[src/mem_bus_defs.svh]
// constants for the core memory bus cycle interface
`ifndef MEM_BUS_DEFS_SVH
`define MEM_BUS_DEFS_SVH
`define CYC_INTERNAL   2'h0
`define CYC_COPROC     2'h1
`define CYC_NONSEQ     2'h2
`define CYC_SEQ        2'h3
`define WIDTH_BYTE     2'h0
`define WIDTH_HALF     2'h1
`define WIDTH_WORD     2'h2
`define PROT_USER_OP   2'h0
`define PROT_USER_DATA 2'h1
`define PROT_PRIV_OP   2'h2
`define PROT_PRIV_DATA 2'h3
`define INC_WORD       32'h0000_0004
`define INC_HALF       32'h0000_0002
`define ADDR_RESET     32'h0000_0000
`endif

[src/mem_bus_pkg.sv]
// types for the core memory bus cycle interface
package mem_bus_pkg;
	typedef enum logic [1:0] {
		cyc_internal = 2'h0,
		cyc_coproc   = 2'h1,
		cyc_nonseq   = 2'h2,
		cyc_seq      = 2'h3
	} cycle_type_t;
	typedef enum logic [2:0] {
		req_idle    = 3'h0,
		req_single  = 3'h1,
		req_burst   = 3'h2,
		req_merged  = 3'h3,
		req_coproc  = 3'h4
	} req_kind_t;
endpackage

[src/mem_bus_if.sv]
// interface joining the core bus end and the memory controller end
`timescale 1ns/1ps
interface mem_bus_if;
	logic [31:0] addr;
	logic        write;
	logic [1:0]  transfer_width;
	logic [1:0]  access_protection_code;
	logic [1:0]  bus_cycle_type;
	logic [31:0] wdata;
	logic [31:0] rdata;
	logic        bus_cycle_stretch_enable;
	modport core (
		output addr, write, transfer_width, access_protection_code, bus_cycle_type, wdata,
		input  rdata, bus_cycle_stretch_enable
	);
	modport mem (
		input  addr, write, transfer_width, access_protection_code, bus_cycle_type, wdata,
		output rdata, bus_cycle_stretch_enable
	);
endinterface

[src/core_bus_end.sv]
// core bus end: cycle classification, bursts and address-ahead pipeline
// What this block does
// nonsequential cycle: unrelated address, fresh access
// address phase leads data by one cycle
// back-to-back nonsequential; controller stretches if needed
// burst steps four bytes word, two halfword
// first sequential may repeat internal-cycle address
// no byte-width bursts ever
// burst opens nonsequential or merged, then sequential
// width, direction, protection fixed within burst
// internal cycle: address shown, no access
// merged pair repeats address; access on sequential
// controller copes with internal then nonsequential
// coprocessor cycle: data buses, no memory access
// outputs launched, inputs sampled, rising edge
// memory side stretches cycles via clock enable
// cycle completes only when enable high
// byte address; low bits ignored by width
// direction high write, low read, fixed
// width code byte 00 half 01 word 10
// writable memory has per-byte write enables
// protection user fetch 00, user data 01, priv fetch 10
// protection 11 is privileged data access
// cycle code i 00 c 01 n 10 s 11
// compressed fetch halfword, else word bursts
`timescale 1ns/1ps
`include "mem_bus_defs.svh"
module core_bus_end (
	input  wire logic                  clk_sys,
	input  wire logic                  arst_n,
	mem_bus_if.core                    bus,
	input  wire logic                  req_valid,
	input  wire mem_bus_pkg::req_kind_t req_kind,
	input  wire logic [31:0]           req_addr,
	input  wire logic                  req_write,
	input  wire logic                  req_fetch,
	input  wire logic                  req_compressed,
	input  wire logic                  req_privileged,
	input  wire logic [1:0]            req_width,
	input  wire logic [7:0]            req_count,
	input  wire logic [31:0]           req_wdata,
	output logic                       req_ready,
	output logic                       beat_valid,
	output logic [31:0]                beat_rdata,
	output logic                       cycle_done
);
	//////////////////////////////////////////////////////////////////////////////
	logic [31:0]             addr;
	logic                    write;
	logic [1:0]              width;
	logic [1:0]              prot;
	mem_bus_pkg::cycle_type_t ctype;
	logic [31:0]             wdata;
	logic [31:0]             wdata_next;
	logic [7:0]              beats_left;
	logic                    data_phase;
	logic                    data_read;
	logic [31:0]             rdata_q;
	wire  cyc_end    = bus.bus_cycle_stretch_enable;
	wire  in_burst   = beats_left != 8'h00;
	wire  take_req   = cyc_end && !in_burst && req_valid;
	wire  is_burst   = (req_kind == mem_bus_pkg::req_burst) || (req_kind == mem_bus_pkg::req_merged);
	wire [1:0] burst_width = req_fetch ? (req_compressed ? `WIDTH_HALF : `WIDTH_WORD) : `WIDTH_WORD;
	wire [1:0] single_width = (req_width == 2'h3) ? `WIDTH_WORD : req_width;
	wire [1:0] next_width = is_burst ? burst_width : single_width;
	wire [1:0] next_prot  = {req_privileged, !req_fetch};
	wire       next_write = req_write && !req_fetch;
	wire [31:0] step      = (width == `WIDTH_HALF) ? `INC_HALF : `INC_WORD;
	wire       is_mem_cyc = ctype[1];
	assign bus.addr                   = addr;
	assign bus.write                  = write;
	assign bus.transfer_width         = width;
	assign bus.access_protection_code = prot;
	assign bus.bus_cycle_type         = ctype;
	assign bus.wdata                  = wdata;
	assign req_ready  = cyc_end && !in_burst;
	assign beat_rdata = rdata_q;
	//////////////////////////////////////////////////////////////////////////////
	always_ff @(posedge clk_sys or negedge arst_n) begin
		if (!arst_n) begin
			addr       <= `ADDR_RESET;
			write      <= 1'b0;
			width      <= `WIDTH_WORD;
			prot       <= `PROT_PRIV_OP;
			ctype      <= mem_bus_pkg::cyc_internal;
			wdata      <= 32'h0000_0000;
			wdata_next <= 32'h0000_0000;
			beats_left <= 8'h00;
			data_phase <= 1'b0;
			data_read  <= 1'b0;
			rdata_q    <= 32'h0000_0000;
			beat_valid <= 1'b0;
			cycle_done <= 1'b0;
		end else begin
			beat_valid <= 1'b0;
			cycle_done <= cyc_end;
			if (cyc_end) begin
				data_phase <= is_mem_cyc || (ctype == mem_bus_pkg::cyc_coproc);
				data_read  <= !write;
				wdata      <= wdata_next;
				if (data_phase && data_read) begin
					rdata_q    <= bus.rdata;
					beat_valid <= 1'b1;
				end
				if (in_burst) begin
					if (ctype != mem_bus_pkg::cyc_internal) begin
						addr <= addr + step;
					end
					ctype      <= mem_bus_pkg::cyc_seq;
					wdata_next <= req_wdata;
					beats_left <= beats_left - 8'h01;
				end else if (req_valid) begin
					addr  <= req_addr;
					write <= next_write;
					width <= next_width;
					prot  <= next_prot;
					wdata_next <= req_wdata;
					unique case (req_kind)
						mem_bus_pkg::req_single: begin
							ctype      <= mem_bus_pkg::cyc_nonseq;
							beats_left <= 8'h00;
						end
						mem_bus_pkg::req_burst: begin
							ctype      <= mem_bus_pkg::cyc_nonseq;
							beats_left <= (req_count == 8'h00) ? 8'h00 : req_count - 8'h01;
						end
						mem_bus_pkg::req_merged: begin
							ctype      <= mem_bus_pkg::cyc_internal;
							beats_left <= (req_count == 8'h00) ? 8'h01 : req_count;
						end
						mem_bus_pkg::req_coproc: begin
							ctype      <= mem_bus_pkg::cyc_coproc;
							beats_left <= 8'h00;
						end
						default: begin
							ctype      <= mem_bus_pkg::cyc_internal;
							beats_left <= 8'h00;
						end
					endcase
				end else begin
					ctype <= mem_bus_pkg::cyc_internal;
				end
			end
		end
	end
endmodule

[src/flat_wrapper.sv]
// flat-port wrapper written by rule: the top's interface ports become plain ports
module core_bus_end_flat 
  (clk_sys, arst_n, req_valid, req_kind, req_addr, req_write, req_fetch, req_compressed, req_privileged, req_width, req_count, req_wdata, req_ready, beat_valid, beat_rdata, cycle_done, bus_addr, bus_write, bus_transfer_width, bus_access_protection_code, bus_bus_cycle_type, bus_wdata, bus_rdata, bus_bus_cycle_stretch_enable);
  mem_bus_if bus_i ();
  input  wire logic clk_sys;
  input  wire logic arst_n;
  input  wire logic req_valid;
  input  wire mem_bus_pkg::req_kind_t req_kind;
  input  wire logic [31:0] req_addr;
  input  wire logic req_write;
  input  wire logic req_fetch;
  input  wire logic req_compressed;
  input  wire logic req_privileged;
  input  wire logic [1:0] req_width;
  input  wire logic [7:0] req_count;
  input  wire logic [31:0] req_wdata;
  output logic req_ready;
  output logic beat_valid;
  output logic [31:0] beat_rdata;
  output logic cycle_done;
  output wire logic [$bits(bus_i.addr)-1:0] bus_addr;
  output wire logic [$bits(bus_i.write)-1:0] bus_write;
  output wire logic [$bits(bus_i.transfer_width)-1:0] bus_transfer_width;
  output wire logic [$bits(bus_i.access_protection_code)-1:0] bus_access_protection_code;
  output wire logic [$bits(bus_i.bus_cycle_type)-1:0] bus_bus_cycle_type;
  output wire logic [$bits(bus_i.wdata)-1:0] bus_wdata;
  input wire logic [$bits(bus_i.rdata)-1:0] bus_rdata;
  input wire logic [$bits(bus_i.bus_cycle_stretch_enable)-1:0] bus_bus_cycle_stretch_enable;
  assign bus_addr = bus_i.addr;
  assign bus_write = bus_i.write;
  assign bus_transfer_width = bus_i.transfer_width;
  assign bus_access_protection_code = bus_i.access_protection_code;
  assign bus_bus_cycle_type = bus_i.bus_cycle_type;
  assign bus_wdata = bus_i.wdata;
  assign bus_i.rdata = bus_rdata;
  assign bus_i.bus_cycle_stretch_enable = bus_bus_cycle_stretch_enable;
  core_bus_end u_core (.clk_sys(clk_sys), .arst_n(arst_n), .bus(bus_i), .req_valid(req_valid), .req_kind(req_kind), .req_addr(req_addr), .req_write(req_write), .req_fetch(req_fetch), .req_compressed(req_compressed), .req_privileged(req_privileged), .req_width(req_width), .req_count(req_count), .req_wdata(req_wdata), .req_ready(req_ready), .beat_valid(beat_valid), .beat_rdata(beat_rdata), .cycle_done(cycle_done));
endmodule
[config.mk]
export PLATFORM = sky130hd
export DESIGN_NAME = core_bus_end_flat
export DESIGN_NICKNAME = d
export VERILOG_FILES = /design/src/mem_bus_pkg.sv /design/src/mem_bus_if.sv /design/src/core_bus_end.sv /design/src/flat_wrapper.sv
export VERILOG_INCLUDE_DIRS = /design/src /design/src/src
export SDC_FILE = /design/constraint.sdc
export NUM_CORES = 1
export LEC_CHECK = 0
export BUFFER_PORTS_ARGS = -buffer_cell sky130_fd_sc_hd__buf_2
export CAP_MARGIN = 15
export CORE_MARGIN = 10
export CORE_UTILIZATION = 51
export DETAILED_ROUTE_END_ITERATION = 8
export PLACE_DENSITY_LB_ADDON = 0.08
export SETUP_SLACK_MARGIN = 0.05
export SLEW_MARGIN = 10
export SYNTH_ARGS = -nofsm -noshare
export SYNTH_HDL_FRONTEND = slang
export SYNTH_SLANG_ARGS = --single-unit
export TNS_END_PERCENT = 5
[constraint.sdc]
create_clock -name clk_sys -period 3.3 [get_ports clk_sys]
set_clock_uncertainty 0.2 [all_clocks]
set_input_delay 0.66 -clock clk_sys [delete_from_list [all_inputs] [get_ports clk_sys]]
set_output_delay 0.66 -clock clk_sys [all_outputs]
set_load 0.005 [all_outputs]
==> metrics.txt, run 1 <==
setup tns final 0 ns; Max VDD drop 0.000442 V; critical path endpoint category register; total power 5920 uW; 1st-iter DRT viols 343; cell breakdown of the critical path nand2b_1 > inv_1 > ha_1 > fa_1 > and3_1 > nand3_1 > or2_0 > a21oi_1 > o22a_1; crit path to u_core.bus.addr[21]$_DFFE_PN0P_; DRC violations left 0; Mapped Cells 601; first-pass GRT wire length 30500 um; Max stage delay on crit path 0.53 ns; nets 942; sequential area share after synthesis 53.6%; Crit Path Max Fanout 6; PD cells 675 mW/mm2; largest net degree at the start of global routing 73; asr flop ratio synth 100%; chip width 136 um; RR Startpoint u_core.bus.transfer_width[1]$_DFFE_PN1P_; CTS tree yes; Die Y-Extent 136 um; Final Setup Violations 0; WP data arrival 2.91 ns; clock sink count 147; Avg WL per Cell 18.9 um; buffer depth of the longest clock path 2; Detailed Routing Iterations Pass 1 5; Synth warnings 0; cell family with most CP delay simple AND/OR/NAND/NOR gates; die footprint 0.0185 mm2; Hold Vio Cnt, Final 0; ant diodes 0; number of synthesized register bits 147; starting density of the core 52.0%; hold_buf cts 0; I/O pin cnt 223; Placement Cell Area 0.00814 mm2; Worst slew margin 56.0%; Max H-tree Level 4; Num CTS Buffers 17; worst hold margin 0.0550 ns; Leak Pwr 0.00407 uW; Non-Filler Instances 1007; worst slew pin tran 0.661 ns; Netlist cell types 63; post_cts resized 0; vias per inst 5.68; GPL Wtd Cong 0.843; fill cell count 1070; post-route cell area 0.00877 mm2; via count 5720; Top FF cell, synth dfrtp_1; initial antenna violation count 2; remaining antenna violation count 0; critical path launch point type register; Avg Cell Area, Syn 11.4 um2; Critical Path RT 3.41 ns; clock slew at reported path FFs 0.06 ns; post-layout min period 2.80 ns; number of flops mapped to enable cells by yosys 0; GRT overflow 0; fin. max-slew vios 0; status finished clean; All-Layer GR Usage 20.6%; area of the mapped netlist 0.00686 mm2; clk root buf clkbuf_16; Site Rows 42; Synth-to-Final Area Change 27.7%; ratio of cells with drive above 1 in the final layout 45.7%; f_max 0.357 GHz; critical path depth in cells 9; slowest stage cell, crit path dfstp_2; max-cap violation count 0; Setup CP Type reg -> reg; Crit. Startpoint u_core.bus.transfer_width[1]$_DFFE_PN1P_; FF-to-FF path depth 9; placed insts 975; Core Footprint 0.0132 mm2; DRT Wirelength 19000 um; crit share post-route 84.8%; number of buffer and inverter stages on the critical path 1; vias in the first global route 5950; most common cell after layout, fill and taps aside buf_2; most frequent cells in the layout buf_2 (221), dfrtp_1 (145), mux2_2 (99); Buffers on Ports 222; RSZ-0062 raised after global routing no; reg2reg setup slack 0.50 ns; syn nets 725; reg2reg end u_core.bus.addr[21]$_DFFE_PN0P_; Post-CTS Setup Repair Bufs 0; Worst-Skew Late Latency 0.42 ns; Post-DP HPWL 14000 um; worst min path class in -> async
## final cells by class
| cell class | count | area (um2) | area share [%] |
|---|---|---|---|
| Sequential cell | 147 | 3680 | 42.0 |
| Multi-Input combinational cell | 406 | 2960 | 33.8 |
| Timing Repair Buffer | 234 | 1230 | 14.1 |
| Clock buffer | 17 | 425 | 4.85 |
| Tap cell | 176 | 220 | 2.51 |
| Clock inverter | 15 | 204 | 2.33 |
| Inverter | 12 | 45.0 | 0.514 |
## where the power goes
| part | total (uW) | leakage [uW] | switching [uW] | internal, uW |
|---|---|---|---|---|
| Sequential | 2570 | 0.00174 | 381 | 2190 |
| Clock | 2050 | 0.000297 | 778 | 1270 |
| Combinational | 1300 | 0.00203 | 640 | 661 |
## cells in the mapped netlist, types with 2 or more instances
| cell | count | area, um2 |
|---|---|---|
| clkbuf_1 | 16 | 60.1 |
| o31ai_1 | 3 | 22.5 |
| and2_1 | 2 | 12.5 |
| a31o_2 | 5 | 43.8 |
| o22ai_1 | 7 | 43.8 |
| a22oi_1 | 2 | 15.0 |
| a32oi_1 | 3 | 26.3 |
| buf_2 | 13 | 65.1 |
| nand3_1 | 15 | 75.1 |
| a211oi_1 | 3 | 22.5 |
| o21a_1 | 2 | 15.0 |
| buf_4 | 5 | 37.5 |
| a31oi_1 | 8 | 50.1 |
| nor3_1 | 21 | 105 |
| nor4_1 | 6 | 37.5 |
| dfstp_2 | 2 | 52.6 |
| o22a_1 | 7 | 61.3 |
| nand4_1 | 7 | 43.8 |
| nor3b_1 | 2 | 15.0 |
| o32ai_1 | 2 | 17.5 |
| inv_1 | 12 | 45.0 |
| nor2b_1 | 2 | 12.5 |
| ha_1 | 6 | 75.1 |
| o41ai_1 | 5 | 43.8 |
| a21oi_1 | 49 | 245 |
| dfrtp_1 | 145 | 3630 |
| o21ai_0 | 22 | 110 |
| or3_1 | 5 | 31.3 |
| a21o_1 | 3 | 22.5 |
| nor2_1 | 36 | 135 |
| and3_1 | 6 | 37.5 |
| and4_1 | 5 | 43.8 |
| nand2b_1 | 5 | 31.3 |
| nand2_1 | 39 | 146 |
| a311oi_1 | 3 | 26.3 |
| mux2_2 | 99 | 1110 |
| o211ai_1 | 2 | 15.0 |
## metal layers
layer  part of all wire (%)  GRT usage [%]  vias to the layer above
met5                  0.068              0                        -
met4                    2.3           8.11                        2
met3                     11           9.56                       38
met2                     47           31.8                      267
met1                     39           24.4                     2763
li1                       -              -                     2650
## registers in the layout, indices dropped and copies added, names as in the netlist, 2 cells and up
register	count
u_core.beats_left	8
u_core.bus.access_protection_code	2
u_core.bus.wdata	32
u_core.bus.bus_cycle_type	2
u_core.bus.addr	32
u_core.bus.transfer_width	2
u_core.beat_rdata	32
u_core.wdata_next	32
## per-stage QoR
step	utilization (%)	setup slack [ns]
4_1_cts	66.5	0.525
3_3_place_gp	61.7	0.610
2_1_floorplan	-	0.816
3_5_place_dp	61.7	0.534
6_report	66.5	0.500
5_1_grt	66.5	0.362
## worst min path at each step
stage	endpoint	slack (ns)	cells past startpoint
CTS	u_core.wdata_next[1]$_DFFE_PN0P_	0.07	1
floorplan	u_core.beat_rdata[0]$_DFFE_PN0P_	0.16	0
detailed placement	u_core.data_read$_DFFE_PN0P_	0.28	1
finish	u_core.wdata_next[1]$_DFFE_PN0P_	0.06	1
global placement	u_core.data_read$_DFFE_PN0P_	0.26	1
global route	u_core.wdata_next[1]$_DFFE_PN0P_	0.11	1
## logic make-up after synthesis
group / after synthesis / synth area share, %
AOI/OAI and AO/OA: 137 / 12.9
buffers and inverters: 48 / 3.25
and+or+nand+nor: 161 / 12.3
DFF: 147 / 53.6
xor gates and xnor gates: 1 / 0.128
adders and majority gates: 7 / 1.39
muxes: 100 / 16.4
No activity file was read; power rests on OpenSTA's default activity.
==> run 2, diff against run 1 <==
==> constraint.sdc (replaced) <==
create_clock -name clk_sys -period 2.7 [get_ports clk_sys]
set_clock_uncertainty 0.2 [all_clocks]
set_input_delay 0.54 -clock clk_sys [delete_from_list [all_inputs] [get_ports clk_sys]]
set_output_delay 0.54 -clock clk_sys [all_outputs]
set_load 0.005 [all_outputs]
==> run 2 against run 1 <==
Against the previous run: critical path depth increased by 1; total power increased by 21%; clock power increased by 15%; wire length increased by 1.2%; setup slack got worse by 0.34 ns; via count increased by 0.75%; clock-buffer cell count increased by 1; non-clock buffer count increased by 11; hold slack improved by 0.090 ns; cell count increased by 1.1%; utilization increased by 0.96 points; critical endpoint is now u_core.bus.addr[23]$_DFFE_PN0P_; design area increased by 1.4%.
==> metrics.txt, run 2 (synthesized netlist as in run 1, its figures left out) <==
Max VDD drop 0.000470 V (was 0.000442 V); GPL Wtd Cong 0.863 (was 0.843); first-pass GRT wire length 30700 um (was 30500 um); GRT overflow 0 (unchanged); Setup CP Type reg -> reg (unchanged); critical path launch point type register (unchanged); Worst slew margin 66.2% (was 56.0%); Critical Path RT 2.78 ns (was 3.41 ns); largest net degree at the start of global routing 63 (was 73); worst slew pin tran 0.507 ns (was 0.661 ns); WP data arrival 2.62 ns (was 2.91 ns); clock slew at reported path FFs 0.06 ns (about the same); I/O pin cnt 223 (unchanged); most frequent cells in the layout buf_2 (221), dfrtp_1 (145), mux2_2 (99) (unchanged); DRT Wirelength 19300 um (was 19000 um); initial antenna violation count 3 (was 2); Seq pwr share 44.1% (was 43.4%); fin. max-slew vios 0 (unchanged); Detailed Routing Iterations Pass 1 5 (unchanged); crit share post-route 94.2% (was 84.8%); Core Footprint 0.0132 mm2 (unchanged); max-cap violation count 0 (unchanged); hold path start req_wdata[26]; vias per inst 5.66 (was 5.68); Max H-tree Level 4 (unchanged); critical path endpoint category register (unchanged); PD cells 803 mW/mm2 (was 675 mW/mm2); CTS tree yes (unchanged); clk root buf clkbuf_16 (unchanged); ratio of cells with drive above 1 in the final layout 47.6% (was 45.7%); Crit. Startpoint u_core.bus.transfer_width[1]$_DFFE_PN1P_ (unchanged); Final Setup Violations 0 (unchanged); Hold Vio Cnt, Final 0 (unchanged); Crit Path Max Fanout 5 (was 6); Post-DP HPWL 14400 um (was 14000 um); DRC violations left 0 (unchanged); vias in the first global route 6055 (was 5950); RR Startpoint u_core.bus.transfer_width[1]$_DFFE_PN1P_ (unchanged); buffer depth of the longest clock path 2 (unchanged); Comb power frac 22.9% (was 22.0%); Pint 4910 uW (was 4120 uW); nets 953 (was 942); starting density of the core 52.0% (unchanged); Worst-Skew Late Latency 0.42 ns (about the same); via count 5763 (was 5720); All-Layer GR Usage 20.8% (was 20.6%); Avg WL per Cell 18.9 um (about the same); Site Rows 42 (unchanged); clock sink count 147 (unchanged); post-layout min period 2.54 ns (was 2.80 ns); remaining antenna violation count 0 (unchanged); Buffers on Ports 222 (unchanged); chip width 136 um (unchanged); power share of the clock group 32.9% (was 34.6%); status finished clean (unchanged); setup tns final 0 ns (unchanged); 1st-iter DRT viols 322 (was 343); Num CTS Buffers 17 (unchanged); Die Y-Extent 136 um (unchanged); Switching Share 31.3% (was 30.4%); post-route cell area 0.00889 mm2 (was 0.00877 mm2); Synth-to-Final Area Change 29.6% (was 27.7%); switching power 2230 uW (was 1800 uW); ant diodes 0 (unchanged); die footprint 0.0185 mm2 (unchanged); most common cell after layout, fill and taps aside buf_2 (unchanged); Placement Cell Area 0.00822 mm2 (was 0.00814 mm2); RSZ-0062 raised after global routing yes (was no); f_max 0.393 GHz (was 0.357 GHz); Leak Pwr 0.00413 uW (was 0.00407 uW); worst min path class in -> reg (was in -> async)
==> run 2: worst max-delay path: stages (launching register included) <==
cell and delay, ns:
dfstp_2 0.37, nand2b_2 0.20, inv_1 0.07, ha_2 0.19, fa_2 0.26, and3_4 0.20, nand3_1 0.09, buf_4 0.17
or4_1 0.45, o21ai_0 0.10, a21oi_1 0.09
==> run 2: final timing paths <==
path | depth (start not counted) | slack, ns | endpoint
min in group asynchronous | 2 | 0.44 | u_core.wdata_next[1]$_DFFE_PN0P_
setup reg to reg | 10 | 0.16 | u_core.bus.addr[23]$_DFFE_PN0P_
hold reg to reg | 1 | 0.30 | u_core.bus.wdata[25]$_DFFE_PN0P_
setup / recovery | 10 | 0.16 | u_core.bus.addr[23]$_DFFE_PN0P_
hold / removal | 2 | 0.15 | u_core.wdata_next[26]$_DFFE_PN0P_
max in group asynchronous | 3 | 1.14 | u_core.beat_rdata[7]$_DFFE_PN0P_
==> run 2: layer usage <==
layer / track usage, % / part of all wire (%)
met5: 0 / 0.11
met4: 7.99 / 2.1
met3: 9.59 / 11
met2: 33.0 / 48
met1: 24.0 / 39
==> run 2: power by group through the flow <==
stage / combinational, uW / clock (uW) / sequential [uW]
floorplan: 871 / 0 / 3090
global placement: 1580 / 0 / 3130
detailed placement: 1630 / 0 / 3170
CTS: 1640 / 2390 / 3140
global route: 1830 / 2490 / 3220
finish: 1640 / 2350 / 3150
==> run 2: what timing repair did <==
item / 4_1_cts / 5_1_grt
endpoints found under the hold margin: 48 / 0
endpoints found under the setup margin: 7 / 11
gates resized for setup: 2 / 11
setup buffers: 0 / 2
hold buffers: 1 / 0
pin swaps: 0 / 1
==> run 2: layout make-up <==
cell class / instances / area (um2)
Clock buffer: 18 / 439
Clock inverter: 14 / 155
Fill cell: 1022 / 4300
Inverter: 12 / 45.0
Multi-Input combinational cell: 406 / 3010
Sequential cell: 147 / 3680
Tap cell: 176 / 220
Timing Repair Buffer: 245 / 1340
==> run 2: metrics by stage <==
stage	std cells	utilization, %	hold WS (ns)	setup WS, ns	total power (uW)
floorplan	601	-	0.0444	0.216	3970
global placement	983	62.3	0.263	0.162	4710
detailed placement	983	62.3	0.288	0.0318	4800
CTS	1016	67.0	0.132	0.0232	7170
global route	1018	67.4	0.134	-0.0102	7550
finish	1018	67.4	0.145	0.155	7140
==> run 3, diff against run 2 <==
--- a/config.mk
+++ b/config.mk
@@ -9,8 +9,10 @@
 export BUFFER_PORTS_ARGS = -buffer_cell sky130_fd_sc_hd__buf_2
 export CAP_MARGIN = 15
 export CORE_MARGIN = 10
-export CORE_UTILIZATION = 51
+export CORE_UTILIZATION = 53
+export CTS_BUF_LIST = sky130_fd_sc_hd__clkbuf_4 sky130_fd_sc_hd__clkbuf_8
 export DETAILED_ROUTE_END_ITERATION = 8
+export GPL_ROUTABILITY_DRIVEN = 0
 export PLACE_DENSITY_LB_ADDON = 0.08
 export SETUP_SLACK_MARGIN = 0.05
 export SLEW_MARGIN = 10
==> run 3 against run 2 <==
Against the previous run: cell count is 0.79% lower; wire length fell by 1.0%; design area shrank 2.8%; fmax increased by 1.1%; sequential share of layout area grew 1.2 points; non-clock buffer count fell by 4; critical endpoint is now req_ready; largest cell class unchanged; largest power group unchanged.
==> metrics.txt, run 3 (synthesized netlist as in run 1, its figures left out) <==
status finished clean (unchanged); initial antenna violation count 2 (was 3); clk root buf clkbuf_8 (was clkbuf_16); critical path endpoint category output pin (was register); Max stage delay on crit path 0.42 ns (was 0.45 ns); Num CTS Buffers 17 (unchanged); cell family with most CP delay simple AND/OR/NAND/NOR gates (unchanged); Avg WL per Cell 18.9 um (about the same); starting density of the core 54.2% (was 52.0%); Hold Vio Cnt, Final 0 (unchanged); Buffers on Ports 222 (unchanged); power share of the clock group 25.3% (was 32.9%); DRC violations left 0 (unchanged); PD cells 739 mW/mm2 (was 803 mW/mm2); crit share post-route 93.2% (was 94.2%); remaining antenna violation count 0 (unchanged); switching power 2090 uW (was 2230 uW); DRT Wirelength 19100 um (was 19300 um); All-Layer GR Usage 21.1% (was 20.8%); met3 wire len 2000 um (was 2070 um); Pint 4290 uW (was 4910 uW); Comb power frac 25.5% (was 22.9%); Site Rows 41 (was 42); RSZ-0062 raised after global routing no (was yes); met2 wire len 9080 um (was 9270 um); worst slew pin tran 0.577 ns (was 0.507 ns); slowest stage cell, crit path dfrtp_1 (was or4_1); Detailed Routing Iterations Pass 1 5 (unchanged); Switching Share 32.8% (was 31.3%); Post-DP HPWL 14300 um (was 14400 um); most common cell after layout, fill and taps aside buf_2 (unchanged); number of buffer and inverter stages on the critical path 2 (unchanged); Core Footprint 0.0127 mm2 (was 0.0132 mm2); first-pass GRT wire length 30700 um (about the same); vias per inst 5.65 (was 5.66); clock sink count 147 (unchanged); Die Y-Extent 134 um (was 136 um); chip width 134 um (was 136 um); ant diodes 0 (unchanged); worst min path class in -> reg (unchanged); via count 5704 (was 5763); Worst-Skew Late Latency 0.44 ns (was 0.42 ns); Seq pwr share 49.2% (was 44.1%); die footprint 0.0179 mm2 (was 0.0185 mm2); Max VDD drop 0.000437 V (was 0.000470 V); max-cap violation count 0 (unchanged); critical path launch point type register (unchanged); f_max 0.397 GHz (was 0.393 GHz); GRT overflow 0 (unchanged); Setup CP Type reg -> out (was reg -> reg); I/O pin cnt 223 (unchanged); WP data arrival 1.78 ns (was 2.62 ns); nets 949 (was 953); setup tns final 0 ns (unchanged); vias in the first global route 6027 (was 6055); 1st-iter DRT viols 307 (was 322); met1 wire length 7430 um (was 7480 um); Critical Path RT 1.96 ns (was 2.78 ns); Max H-tree Level 4 (unchanged); Worst slew margin 61.5% (was 66.2%); Final Util 68.2% (was 67.4%); post-layout min period 2.52 ns (was 2.54 ns); clock slew at reported path FFs 0.08 ns (was 0.06 ns); Leak Pwr 0.00403 uW (was 0.00413 uW); cell breakdown of the critical path inv_1 > ha_2 > nor4b_4 > nand2_4 > nor2_2 > buf_2 (was nand2b_2 > inv_1 > ha_2 > fa_2 > and3_4 > nand3_1 > buf_4 > or4_1 > o21ai_0 > a21oi_1); Final Setup Violations 0 (unchanged); largest net degree at the start of global routing 64 (was 63); Crit Path Max Fanout 5 (unchanged); fin. max-slew vios 0 (unchanged); most frequent cells in the layout buf_2 (221), dfrtp_1 (145), mux2_2 (99) (unchanged); ratio of cells with drive above 1 in the final layout 47.3% (was 47.6%); Synth-to-Final Area Change 26.0% (was 29.6%); buffer depth of the longest clock path 2 (unchanged); Highest Signal Layer met5 (unchanged); CTS tree yes (unchanged)
## run 3: cell types whose count changed in the layout (fill, tap and decap cells not counted), sizes merged
cell      change
clkbuf        +2
buf           -4
clkinv        +2
clkinvlp      -2
inv           -1
bufinv        -1
## run 3: power groups by stage
stage	logic, uW	clock network (uW)	registers [uW]
after global placement	1580	0	3130
after detailed placement	1630	0	3160
final	1630	1610	3140
after floorplan	871	0	3090
after CTS	1630	1660	3120
after global routing	1840	1770	3210
## run 3: worst paths after layout
check	end	start	depth (start not counted)	slack (ns)
max in group asynchronous	u_core.bus.transfer_width[1]$_DFFE_PN1P_	arst_n	3	1.16
hold reg to reg	u_core.bus.wdata[27]$_DFFE_PN0P_	u_core.bus.wdata[27]$_DFFE_PN0P_	1	0.30
setup reg to reg	u_core.bus.addr[23]$_DFFE_PN0P_	u_core.bus.transfer_width[1]$_DFFE_PN1P_	10	0.21
min in group asynchronous	u_core.wdata_next[0]$_DFFE_PN0P_	arst_n	2	0.45
hold / removal	u_core.beat_rdata[29]$_DFFE_PN0P_	bus_rdata[29]	2	0.12
setup / recovery	req_ready	u_core.beats_left[0]$_DFFE_PN0P_	6	0.18
## run 3: cell type report
cell class	instances	area [um2]
well taps	172	215
inverters	12	45.0
fillers	993	4030
multi-input cells	406	3000
repair buffers	241	1330
clock inverters	12	105
flip-flops and latches	147	3680
clock buffers	20	269
## run 3: metal layers
layer  GRT usage [%]  vias to the layer above
met5               0                        -
met4            9.25                        4
met3            9.30                       39
met2            33.7                      254
met1            24.2                     2758
li1                -                     2649
## run 3: timing repair
action,CTS,global route
buffers inserted,1,0
hold buffers,1,0
endpoints found under the setup margin,1,11
gates resized for setup,1,11
endpoints found under the hold margin,60,0
## run 3: through the flow
stage / hold slack (ns) / area (um2) / std cells / setup slack, ns / total power (uW)
4_1_cts: 0.0913 / 8600 / 1010 / 0.0584 / 6420
2_1_floorplan: 0.0444 / 6860 / 601 / 0.216 / 3970
3_3_place_gp: 0.256 / 8210 / 976 / 0.161 / 4710
3_5_place_dp: 0.282 / 8210 / 976 / 0.0845 / 4790
5_1_grt: 0.0944 / 8640 / 1010 / 0.0331 / 6830
6_report: 0.121 / 8640 / 1010 / 0.184 / 6380
